<file path="config.mk">
export PLATFORM = sky130hd
export DESIGN_NAME = lpt_timer_control
export DESIGN_NICKNAME = d
export VERILOG_FILES = /design/src/include/lpt_pkg.sv /design/src/design/lpt_timer_control.sv
export SDC_FILE = /design/constraint.sdc
export NUM_CORES = 1
export LEC_CHECK = 0
export ABC_AREA = 1
export BUFFER_PORTS_ARGS = -buffer_cell sky130_fd_sc_hd__buf_2
export CAP_MARGIN = 15
export CELL_PAD_IN_SITES_DETAIL_PLACEMENT = 1
export CELL_PAD_IN_SITES_GLOBAL_PLACEMENT = 1
export CORE_ASPECT_RATIO = 0.8
export CORE_MARGIN = 4
export CORE_UTILIZATION = 47
export CTS_CLUSTER_SIZE = 28
export DETAILED_ROUTE_END_ITERATION = 8
export HOLD_SLACK_MARGIN = 0.1
export PLACE_DENSITY = 0.91
export SLEW_MARGIN = 20
export SYNTH_ARGS = -nofsm -noshare
export SYNTH_HDL_FRONTEND = slang
export SYNTH_SLANG_ARGS = --single-unit
</file>
<file path="constraint.sdc">
create_clock -name clk -period 3.6 [get_ports clk]
set_clock_uncertainty 0.2 [all_clocks]
set_input_delay 0.54 -clock clk [delete_from_list [all_inputs] [get_ports clk]]
set_output_delay 0.54 -clock clk [all_outputs]
set_load 0.005 [all_outputs]
</file>
<file path="src/include/lpt_pkg.sv">
// Constants shared by the low-power timer control block.
`default_nettype none

package lpt_pkg;

  // ----------------------------------------
  // Register byte offsets
  // ----------------------------------------
  localparam logic [7:0] OFF_CONFIG    = 8'h0c;
  localparam logic [7:0] OFF_CONTROL   = 8'h10;
  localparam logic [7:0] OFF_COMPARE   = 8'h14;
  localparam logic [7:0] OFF_RELOAD    = 8'h18;
  localparam logic [7:0] OFF_COUNTER   = 8'h1c;
  localparam logic [7:0] OFF_ROUNDS    = 8'h20;

  // ----------------------------------------
  // Field positions
  // ----------------------------------------
  localparam int POS_CLK_SEL    = 0;
  localparam int POS_INT_SEL    = 5;
  localparam int POS_EXT_SEL    = 8;
  localparam int POS_TRIG_LO    = 17;
  localparam int POS_ENABLE     = 0;
  localparam int POS_SINGLE     = 1;
  localparam int POS_CONT       = 2;
  localparam int POS_CLEAR      = 3;

  // ----------------------------------------
  // Widths and reset values
  // ----------------------------------------
  localparam int COUNT_W = 24;
  localparam int ROUND_W = 8;
  localparam logic [23:0] RST_COUNT = 24'h000000;
  localparam logic [7:0]  RST_ROUND = 8'h00;

  // ----------------------------------------
  // Timing and bus answers
  // ----------------------------------------
  localparam logic [1:0] CLEAR_SYNC_CYCLES = 2'h2;
  localparam logic [1:0] RESP_OKAY         = 2'h0;
  localparam logic [1:0] RESP_SLVERR       = 2'h2;

  // ----------------------------------------
  // Counting modes
  // ----------------------------------------
  typedef enum logic [1:0] {
    LPT_IDLE   = 2'b00,
    LPT_CONT   = 2'b01,
    LPT_SINGLE = 2'b10
  } lpt_mode_e;

endpackage

`default_nettype wire

</file>
<file path="src/design/lpt_timer_control.sv">
// Low-power timer control, counter and repetition logic behind an AXI4-Lite slave.
//
// Decided for this implementation: the AXI4-Lite slave port.
`default_nettype none

module lpt_timer_control #(
  parameter int ADDR_W = 8
) (
  // Clock and reset
  input  wire logic              clk,
  input  wire logic              rstn,
  // Counting sources and trigger, all asynchronous
  input  wire logic              slowLowPowerClock,
  input  wire logic              secondBusClock,
  input  wire logic              extCountPin,
  input  wire logic              lowPowerComparator,
  input  wire logic              extTrigger,
  // AXI4-Lite write address
  input  wire logic [ADDR_W-1:0] awaddr,
  input  wire logic              awvalid,
  output var  logic              awready,
  // AXI4-Lite write data
  input  wire logic [31:0]       wdata,
  input  wire logic [3:0]        wstrb,
  input  wire logic              wvalid,
  output var  logic              wready,
  // AXI4-Lite write response
  output var  logic [1:0]        bresp,
  output var  logic              bvalid,
  input  wire logic              bready,
  // AXI4-Lite read address
  input  wire logic [ADDR_W-1:0] araddr,
  input  wire logic              arvalid,
  output var  logic              arready,
  // AXI4-Lite read data
  output var  logic [31:0]       rdata,
  output var  logic [1:0]        rresp,
  output var  logic              rvalid,
  input  wire logic              rready,
  // Timer status
  output var  logic              timerRunning,
  output var  logic              compareMatch
);

  // ----------------------------------------
  // State
  // ----------------------------------------
  typedef struct packed {
    logic [4:0]                    sync1;
    logic [4:0]                    sync2;
    logic [4:0]                    prev;
    logic                          awHeld;
    logic [ADDR_W-1:0]             awAddr;
    logic                          wHeld;
    logic [31:0]                   wData;
    logic [3:0]                    wStrb;
    logic                          awready;
    logic                          wready;
    logic                          bvalid;
    logic [1:0]                    bresp;
    logic                          arready;
    logic                          rvalid;
    logic [31:0]                   rdata;
    logic [1:0]                    rresp;
    logic                          clkSel;
    logic                          intSel;
    logic                          extSel;
    logic [1:0]                    trigger_enable_field;
    logic                          enable;
    logic                          pendCont;
    logic                          pendSingle;
    logic                          clearReq;
    logic [1:0]                    clearDly;
    logic [lpt_pkg::COUNT_W-1:0]   compare;
    logic [lpt_pkg::COUNT_W-1:0]   reload;
    logic [lpt_pkg::COUNT_W-1:0]   counter;
    logic [lpt_pkg::ROUND_W-1:0]   rounds;
    lpt_pkg::lpt_mode_e            mode;
    logic                          running;
    logic                          cmpHit;
  } lpt_state_s;

  lpt_state_s s;
  lpt_state_s next_s;

  // ----------------------------------------
  // Helpers
  // ----------------------------------------
  function automatic logic [31:0] mergeBytes(
    input logic [31:0] oldVal,
    input logic [31:0] newVal,
    input logic [3:0]  strb
  );
    logic [31:0] res;
    res = oldVal;
    for (int i = 0; i < 4; i++)
    begin
      if (strb[i])
      begin
        res[i*8 +: 8] = newVal[i*8 +: 8];
      end
    end
    return res;
  endfunction

  function automatic logic hit(
    input logic [ADDR_W-1:0] addr,
    input logic [7:0]        off
  );
    return addr[ADDR_W-1:2] == off[ADDR_W-1:2];
  endfunction

  // ----------------------------------------
  // Next state
  // ----------------------------------------
  always_comb
  begin
    logic [4:0]  edges;
    logic        intTick;
    logic        extTick;
    logic        tick;
    logic        doWrite;
    logic [31:0] cfgWord;
    logic [31:0] ctlWord;
    logic [31:0] merged;
    logic [31:0] old;
    edges   = '0;
    intTick = 1'b0;
    extTick = 1'b0;
    tick    = 1'b0;
    doWrite = 1'b0;
    cfgWord = '0;
    ctlWord = '0;
    merged  = '0;
    old     = '0;
    next_s  = s;

    // Sources are sampled twice before any edge logic looks at them.
    next_s.sync1 = {extTrigger, lowPowerComparator, extCountPin, secondBusClock, slowLowPowerClock};
    next_s.sync2 = s.sync1;
    next_s.prev  = s.sync2;
    edges = s.sync2 & ~s.prev;

    intTick = s.intSel ? edges[1] : edges[0];
    extTick = s.extSel ? edges[3] : edges[2];
    tick    = s.clkSel ? extTick : intTick;

    cfgWord[lpt_pkg::POS_CLK_SEL]              = s.clkSel;
    cfgWord[lpt_pkg::POS_INT_SEL]              = s.intSel;
    cfgWord[lpt_pkg::POS_EXT_SEL]              = s.extSel;
    cfgWord[lpt_pkg::POS_TRIG_LO +: 2]         = s.trigger_enable_field;
    ctlWord[lpt_pkg::POS_ENABLE]               = s.enable;
    ctlWord[lpt_pkg::POS_SINGLE]               = s.pendSingle;
    ctlWord[lpt_pkg::POS_CONT]                 = s.pendCont;
    ctlWord[lpt_pkg::POS_CLEAR]                = s.clearReq;

    // Timer sequencing.
    if (!s.enable)
    begin
      next_s.mode       = lpt_pkg::LPT_IDLE;
      next_s.pendCont   = 1'b0;
      next_s.pendSingle = 1'b0;
    end
    else if (s.mode == lpt_pkg::LPT_IDLE)
    begin
      if ((s.pendCont || s.pendSingle) && (s.trigger_enable_field == 2'h0 || edges[4]))
      begin
        next_s.mode       = s.pendCont ? lpt_pkg::LPT_CONT : lpt_pkg::LPT_SINGLE;
        next_s.pendCont   = 1'b0;
        next_s.pendSingle = 1'b0;
      end
    end
    else if (tick)
    begin
      if (s.counter == s.reload)
      begin
        next_s.counter = lpt_pkg::RST_COUNT;
        if (s.rounds != lpt_pkg::RST_ROUND)
        begin
          next_s.rounds = s.rounds - 8'h01;
        end
        else if (s.mode == lpt_pkg::LPT_SINGLE)
        begin
          next_s.mode = lpt_pkg::LPT_IDLE;
        end
      end
      else
      begin
        next_s.counter = s.counter + 24'h000001;
      end
    end

    // The clear is delayed like its asynchronous counterpart would be.
    if (s.clearReq)
    begin
      if (s.clearDly == lpt_pkg::CLEAR_SYNC_CYCLES - 2'h1)
      begin
        next_s.counter  = lpt_pkg::RST_COUNT;
        next_s.clearReq = 1'b0;
        next_s.clearDly = 2'h0;
      end
      else
      begin
        next_s.clearDly = s.clearDly + 2'h1;
      end
    end

    // Write channels.
    if (awvalid && s.awready)
    begin
      next_s.awHeld = 1'b1;
      next_s.awAddr = awaddr;
    end
    if (wvalid && s.wready)
    begin
      next_s.wHeld = 1'b1;
      next_s.wData = wdata;
      next_s.wStrb = wstrb;
    end
    if (s.bvalid && bready)
    begin
      next_s.bvalid = 1'b0;
    end
    doWrite = s.awHeld && s.wHeld && !s.bvalid;
    if (doWrite)
    begin
      next_s.awHeld = 1'b0;
      next_s.wHeld  = 1'b0;
      next_s.bvalid = 1'b1;
      next_s.bresp  = lpt_pkg::RESP_OKAY;
      if (hit(s.awAddr, lpt_pkg::OFF_CONFIG))
      begin
        merged = mergeBytes(cfgWord, s.wData, s.wStrb);
        next_s.clkSel = merged[lpt_pkg::POS_CLK_SEL];
        next_s.intSel = merged[lpt_pkg::POS_INT_SEL];
        next_s.extSel = merged[lpt_pkg::POS_EXT_SEL];
        next_s.trigger_enable_field = merged[lpt_pkg::POS_TRIG_LO +: 2];
      end
      else if (hit(s.awAddr, lpt_pkg::OFF_CONTROL))
      begin
        if (s.wStrb[0])
        begin
          next_s.enable = s.wData[lpt_pkg::POS_ENABLE];
          if (s.wData[lpt_pkg::POS_CLEAR])
          begin
            next_s.clearReq = 1'b1;
            next_s.clearDly = 2'h0;
          end
          if (s.wData[lpt_pkg::POS_ENABLE] && (s.wData[lpt_pkg::POS_CONT] || s.wData[lpt_pkg::POS_SINGLE]))
          begin
            if (s.enable && s.mode != lpt_pkg::LPT_IDLE)
            begin
              // A new start while counting only changes how the next match ends.
              next_s.mode = s.wData[lpt_pkg::POS_CONT] ? lpt_pkg::LPT_CONT : lpt_pkg::LPT_SINGLE;
            end
            else
            begin
              next_s.pendCont   = s.wData[lpt_pkg::POS_CONT];
              next_s.pendSingle = s.wData[lpt_pkg::POS_SINGLE] && !s.wData[lpt_pkg::POS_CONT];
            end
          end
        end
      end
      else if (hit(s.awAddr, lpt_pkg::OFF_COMPARE))
      begin
        old = {8'h00, s.compare};
        merged = mergeBytes(old, s.wData, s.wStrb);
        next_s.compare = merged[23:0];
      end
      else if (hit(s.awAddr, lpt_pkg::OFF_RELOAD))
      begin
        old = {8'h00, s.reload};
        merged = mergeBytes(old, s.wData, s.wStrb);
        next_s.reload = merged[23:0];
      end
      else if (hit(s.awAddr, lpt_pkg::OFF_COUNTER))
      begin
        next_s.bresp = lpt_pkg::RESP_OKAY;
      end
      else if (hit(s.awAddr, lpt_pkg::OFF_ROUNDS))
      begin
        if (s.wStrb[0])
        begin
          next_s.rounds = s.wData[7:0];
        end
      end
      else
      begin
        next_s.bresp = lpt_pkg::RESP_SLVERR;
      end
    end
    next_s.awready = !next_s.awHeld && !next_s.bvalid;
    next_s.wready  = !next_s.wHeld && !next_s.bvalid;

    // Read channels.
    if (s.rvalid && rready)
    begin
      next_s.rvalid = 1'b0;
    end
    if (arvalid && s.arready)
    begin
      next_s.rvalid = 1'b1;
      next_s.rresp  = lpt_pkg::RESP_OKAY;
      if (hit(araddr, lpt_pkg::OFF_CONFIG))
      begin
        next_s.rdata = cfgWord;
      end
      else if (hit(araddr, lpt_pkg::OFF_CONTROL))
      begin
        next_s.rdata = ctlWord;
      end
      else if (hit(araddr, lpt_pkg::OFF_COMPARE))
      begin
        next_s.rdata = {8'h00, s.compare};
      end
      else if (hit(araddr, lpt_pkg::OFF_RELOAD))
      begin
        next_s.rdata = {8'h00, s.reload};
      end
      else if (hit(araddr, lpt_pkg::OFF_COUNTER))
      begin
        next_s.rdata = {8'h00, s.counter};
      end
      else if (hit(araddr, lpt_pkg::OFF_ROUNDS))
      begin
        next_s.rdata = {24'h000000, s.rounds};
      end
      else
      begin
        next_s.rdata = 32'h00000000;
        next_s.rresp = lpt_pkg::RESP_SLVERR;
      end
    end
    next_s.arready = !next_s.rvalid;

    next_s.running = next_s.mode != lpt_pkg::LPT_IDLE;
    next_s.cmpHit  = next_s.running && (next_s.counter == s.compare);
  end

  // ----------------------------------------
  // Registers
  // ----------------------------------------
  always_ff @(posedge clk or negedge rstn)
  begin
    if (!rstn)
    begin
      s <= '0;
    end
    else
    begin
      s <= next_s;
    end
  end

  // ----------------------------------------
  // Outputs
  // ----------------------------------------
  assign awready      = s.awready;
  assign wready       = s.wready;
  assign bvalid       = s.bvalid;
  assign bresp        = s.bresp;
  assign arready      = s.arready;
  assign rvalid       = s.rvalid;
  assign rdata        = s.rdata;
  assign rresp        = s.rresp;
  assign timerRunning = s.running;
  assign compareMatch = s.cmpHit;

endmodule // lpt_timer_control

`default_nettype wire

</file>
==> flow_summary.yaml, run 1 <==
detailed_routing:
  ant_nets: 0
  drt_iter0_markers: 729
  drc: 0
  avgRoutedWirePerCell_um: 18.99
  routed_via_density: 5.521
  wirelength_um: 29040
  firstDrtPassIters: 5
  num_vias: 8442
status:
  status: "complete, no violations"
clock_tree:
  cts_buffers: 17
  clk_latency_ps: 450
  clk_pin_slew_ps: 80
  clockRootBuffer: "clkbuf_16"
  ctsResizeCount: 0
  cts_max_path_buffers: 2
  htreeDepth: 4
  cts_setup_buffers: 0
  cts_tree: "done"
  cts_num_sinks: 176
sta:
  setup_viol: 0
  hold_ws_ps: 110.4
  tightestPinTransition_ps: 838.5
  hold_viol: 0
  fin_setup_tns_ps: 0
  min_period_ps: 3226
  rsz0062_at_grt: "no"
  relSlewSlack_pct: 44.04
  fin_ws_ps: 374.1
  finalCritPeriodShare_pct: 89.61
  drv_slew: 0
  fmax_mhz: 310.0
logic_synthesis:
  syn_inst: 1176
  synth_compound_area_share_pct: 12.72
  synth-simple-area-share_pct: 24.56
  synth-seq-area-share_pct: 48.11
  synth_top_cell_by_area: "dfrtp_1"
  synth.avg_cell_area_um2: 7.785
  yosys-top-cells-count: "321 x nand2_1, 176 x dfrtp_1, 172 x inv_1, 135 x o21ai_0, 89 x nor2_1"
  synth_edf_count: 0
  syn_area_um2: 9155
  synth-adder-area-share_pct: 0.4100
  yosysTopAreaCellShare_pct: 48.11
  synth.distinct_cells: 43
  synthMuxAreaShare_pct: 0
  ys.flop_type: "dfrtp_1"
  ys_seq_elements: 176
  synth.most_common_cell: "nand2_1"
  async_flop_share_pct: 100.0
  synth_area_leaders: "dfrtp_1 48%, nand2_1 13%, o21ai_0 7.4%"
  synth_top_family_by_area: "simple AND/OR/NAND/NOR gates"
  synth-xor-area-share_pct: 2.187
  ys_warn_count: 0
finish:
  num_antenna_cells: 0
  layout-drive-gt1-share_pct: 12.35
  synthToLayoutAreaGrowth_pct: 14.39
  post-route-util_pct: 55.03
  nNetsFinal: 1325
  nFillCells: 2419
global_routing:
  grt_usage_pct: 27.69
  grt_pass1_vias: 8555
  antenna_found_initial: 0
  grt_pass1_wl_um: 46900
  grt_max_degree: 79
  grt_overflow_total: 0
floorplanning:
  die_y_um: 132.8
  boundaryPins: 107
  floorplan.initialDensity_pct: 48.11
  dieArea_um2: 21790
  fp.coreArea_um2: 19030
  num_rows: 45
  die_w_um: 164.0
critical_path:
  cp_max_fo: 14
  startpoint_type: "flop"
  end_kind: "flop"
  required_ps: 3760
  crit_arrival_ps: 3380
  path_class: "reg -> reg"
power_and_ir_drop:
  p_leak_nw: 5.212
  power_density_nw_per_um2: 627.3
  p_total_mw: 6.569
  ir_drop_v: 0.0003067
place:
  pre_cts_ws_ps: 577.1
  dp_hpwl_um: 20960
  gp_congestion: 0.9527
  portBuffers: 83
hold_path:
  hp-class: "in -> reg"
job:
  cap_violations: 0
==> final cells by class <==
type / instances / area [µm²] / share of cell area [%]
multi-input cells: 765 / 3694 / 35.27
repair buffers: 118 / 769.5 / 7.348
inverters: 180 / 678.2 / 6.476
clock buffers: 18 / 439.2 / 4.194
clock inverters: 14 / 165.2 / 1.577
well taps: 258 / 322.8 / 3.082
flip-flops and latches: 176 / 4404 / 42.06
==> cell families (layout without fill, tap and decap cells) <==
family / after synthesis / after routing
adder cells (fa/ha/maj): 3 / 3
other: 1 / 10
AO/OA/AOI/OAI: 206 / 206
flip-flops: 176 / 176
buffers and inverters: 244 / 330
XOR/XNOR: 22 / 22
AND/OR/NAND/NOR: 524 / 524
==> layer usage <==
layer / up-vias / GRT usage, % / share of wire (%)
met5: - / 0 / 0
met3: 53 / 5.294 / 7.5
met1: 4192 / 41.87 / 47
met4: 0 / 7.126 / 1.9
met2: 308 / 41.01 / 44
li1: 3889 / - / -
==> through the flow <==
step	std cells	area (µm²)
6_report	1529	10470
5_1_grt	1529	10470
4_1_cts	1529	10470
3_5_place_dp	1473	9628
3_3_place_gp	1473	9628
2_1_floorplan	1185	9189
==> repair_timing <==
| item | in CTS | in global routing |
|---|---|---|
| hold endpoints to repair | 99 | 0 |
| hold buffers | 24 | 0 |
| endpoints found under the setup margin | 0 | 0 |
==> power breakdown <==
group	switching (mW)	leakage [nW]	internal, mW
combinational	1.26	2.59	0.579
clock	0.893	0.287	1.01
sequential	0.408	2.34	2.43
==> critical path, stage by stage, from the launching register on <==
cell	delay [ps]
dfrtp_1	470
inv_2	110
nor2_8	280
nand3_1	480
o21ai_0	330
nand2_1	80
inv_1	80
nand3_1	100
nand2_1	110
nand2_1	50
nor2_1	180
nand3_1	110
nor2_1	270
nand2_1	100
nor2_1	160
==> layout by cell type, fill, tap and decap left out, types with 9 or more instances in the layout <==
cell type	n
buf_4	9
nand3_1	49
nand2_1	321
nor2_2	10
xor2_1	16
a21oi_1	19
o221ai_1	10
buf_2	82
inv_1	172
nor2_1	89
conb_1	10
dlygate4sd3_1	24
dfrtp_1	176
nor3_1	12
o21ai_0	135
clkbuf_16	17
nand4_1	23
a221oi_1	14
==> sequential cells by signal, summed over array words and instances, names as in the netlist <==
name / cells
rvalid: 1
timerRunning: 1
wready: 1
compareMatch: 1
rresp: 1
bresp: 1
next_s: 10
rdata: 24
bvalid: 1
arready: 1
s: 133
awready: 1
==> final timing paths <==
check,slack [ps],cells past startpoint,startpoint,endpoint
min in group asynchronous,520,2,rstn,rdata[20]
min,110,3,wdata[18],s[158]
min reg2reg,150,0,next_s[188],next_s[183]
max reg2reg,370,14,s[89],compareMatch
max,370,14,s[89],compareMatch
max in group asynchronous,1890,3,rstn,bresp[1]
(Power assumes the default switching activity.)
==> run 2: changes to the inputs <==
Settings changed: CORE_MARGIN 4 to default, CORE_UTILIZATION 47 to 48, CTS_BUF_LIST from default to sky130_fd_sc_hd__clkbuf_4 sky130_fd_sc_hd__clkbuf_8, PLACE_DENSITY 0.91 to 0.92.
==> run 2 against run 1 <==
Die area decreased by 9.9%; worst setup slack gained 38 ps; non-clock buffer count up 20; worst hold slack gained 26 ps; global-route usage up 4.5 points; sequential share of layout area about the same; critical path depth unchanged; clock power shrank 21%; sequential power is essentially flat; largest cell class unchanged.
==> flow_summary.yaml, run 2 (synthesis results as in run 1) <==
finish:
  nNetsFinal: 1345
  regMostFlops: "s"
  layout-drive-gt1-share_pct: 12.55
  final_cell_mix: "321 x nand2_1, 176 x dfrtp_1, 172 x inv_1"
  largest_reg_flops: 133
  synthToLayoutAreaGrowth_pct: 14.38
  final_common_cell: "nand2_1"
  num_antenna_cells: 0
critical_path:
  crit_arrival_ps: 3420
  required_ps: 3830
  end_kind: "flop"
  cpPeakStageDelay_ps: 430
  cp_max_fo: 22
  path_cells: "inv_1 > nand3_2 > nand2_2 > nor2_4 > nand3_4 > buf_4 > nand3_1 > nand2_1 > nand2_1 > nor2_1 > nand3_1 > nor2_1 > nand2_1 > nor2_1"
  path_class: "reg -> reg"
  startpoint_type: "flop"
  r2r_cells: 14
  crit_slowest_cell: "dfrtp_1"
sta:
  finalCritPeriodShare_pct: 88.56
  fmax_mhz: 313.7
  drv_slew: 0
  tightestPinTransition_ps: 858.5
  fin_setup_tns_ps: 0
  relSlewSlack_pct: 42.70
  setup_viol: 0
  hold_viol: 0
  min_period_ps: 3188
  rsz0062_at_grt: "no"
floorplanning:
  boundaryPins: 107
  die_y_um: 125.5
  num_rows: 44
  die_w_um: 156.4
  dieArea_um2: 19630
  fp.coreArea_um2: 18390
  floorplan.initialDensity_pct: 49.79
clock_tree:
  clockRootBuffer: "clkbuf_8"
  ctsResizeCount: 0
  cts_buffers: 17
  clk_pin_slew_ps: 110
  cts_tree: "done"
  cts_setup_buffers: 0
  cts_max_path_buffers: 2
  cts_num_sinks: 176
  clk_latency_ps: 500
  cts_hold_buf: 38
  htreeDepth: 4
global_routing:
  antenna_found_initial: 0
  grt_pass1_vias: 8593
  grt_usage_pct: 32.14
  grt_overflow_total: 0
  grt_max_degree: 77
  grt_pass1_wl_um: 47180
place:
  portBuffers: 83
  dp_hpwl_um: 21710
  gp_congestion: 0.9680
power_and_ir_drop:
  ir_drop_v: 0.0003448
  p_total_mw: 6.266
  power_density_nw_per_um2: 598.4
  p_leak_nw: 5.224
detailed_routing:
  routed_via_density: 5.470
  drc: 0
  num_vias: 8445
  wirelength_um: 29710
  drt_iter0_markers: 790
  avgRoutedWirePerCell_um: 19.24
  firstDrtPassIters: 5
  ant_nets: 0
hold_path:
  hp-class: "in -> reg"
  worstHoldPathCells: 2
job:
  cap_violations: 0
status:
  status: "complete, no violations"
## run 2: cell count changes in the layout (fill, tap and decap cells not counted), sizes merged
cell	previous run	this run
dlygate4sd3	24	39
buf	94	99
clkinv	5	8
clkinvlp	3	0
clkbuf	18	17
inv	185	186
## run 2: worst max-delay path: cells and delay by family (launching register included)
family                 cells  cell delay, ps
buffers and inverters      2             430
DFF                        1             430
and+or+nand+nor           12            2030
## run 2: worst paths after layout
kind | start | slack (ps) | endpoint
hold / removal | bready | 140 | bvalid
min in group asynchronous | rstn | 450 | s[183]
setup / recovery | s[94] | 410 | compareMatch
hold reg to reg | next_s[191] | 160 | next_s[186]
max in group asynchronous | rstn | 1930 | s[155]
setup reg to reg | s[94] | 410 | compareMatch
## run 2: cell type report
class / instances / area (µm²)
flip-flops and latches: 176 / 4404
inverters: 180 / 678.2
fillers: 2351 / 7916
repair buffers: 138 / 944.7
clock inverters: 15 / 200.2
well taps: 253 / 316.6
clock buffers: 17 / 234.0
multi-input cells: 765 / 3694
## run 2: routing by layer
| layer | routed length (µm) | share of wire, % | GRT usage (%) | up-vias |
|---|---|---|---|---|
| met2 | 13330 | 45 | 48.92 | 338 |
| met1 | 13490 | 45 | 45.97 | 4144 |
| met3 | 2319 | 7.8 | 6.690 | 47 |
| li1 | - | - | - | 3916 |
| met4 | 575 | 1.9 | 9.919 | 0 |
| met5 | 0 | 0 | 0 | - |
## run 2: stage by stage
stage	cell area, µm²	cells	setup WS [ps]	hold WS (ps)	utilization, %
after floorplan	9189	1185	1409	44.41	-
after global placement	9647	1473	729.2	132.2	52.46
after detailed placement	9647	1473	636.2	136.3	52.46
after CTS	10460	1543	546.3	106.4	56.89
after global routing	10470	1544	366.6	106.5	56.95
final	10470	1544	412.0	136.6	56.95
## run 2: power breakdown
part	switching, mW	internal (mW)
clock	0.906	0.605
sequential	0.431	2.42
combinational	1.31	0.592
total	2.65	3.62
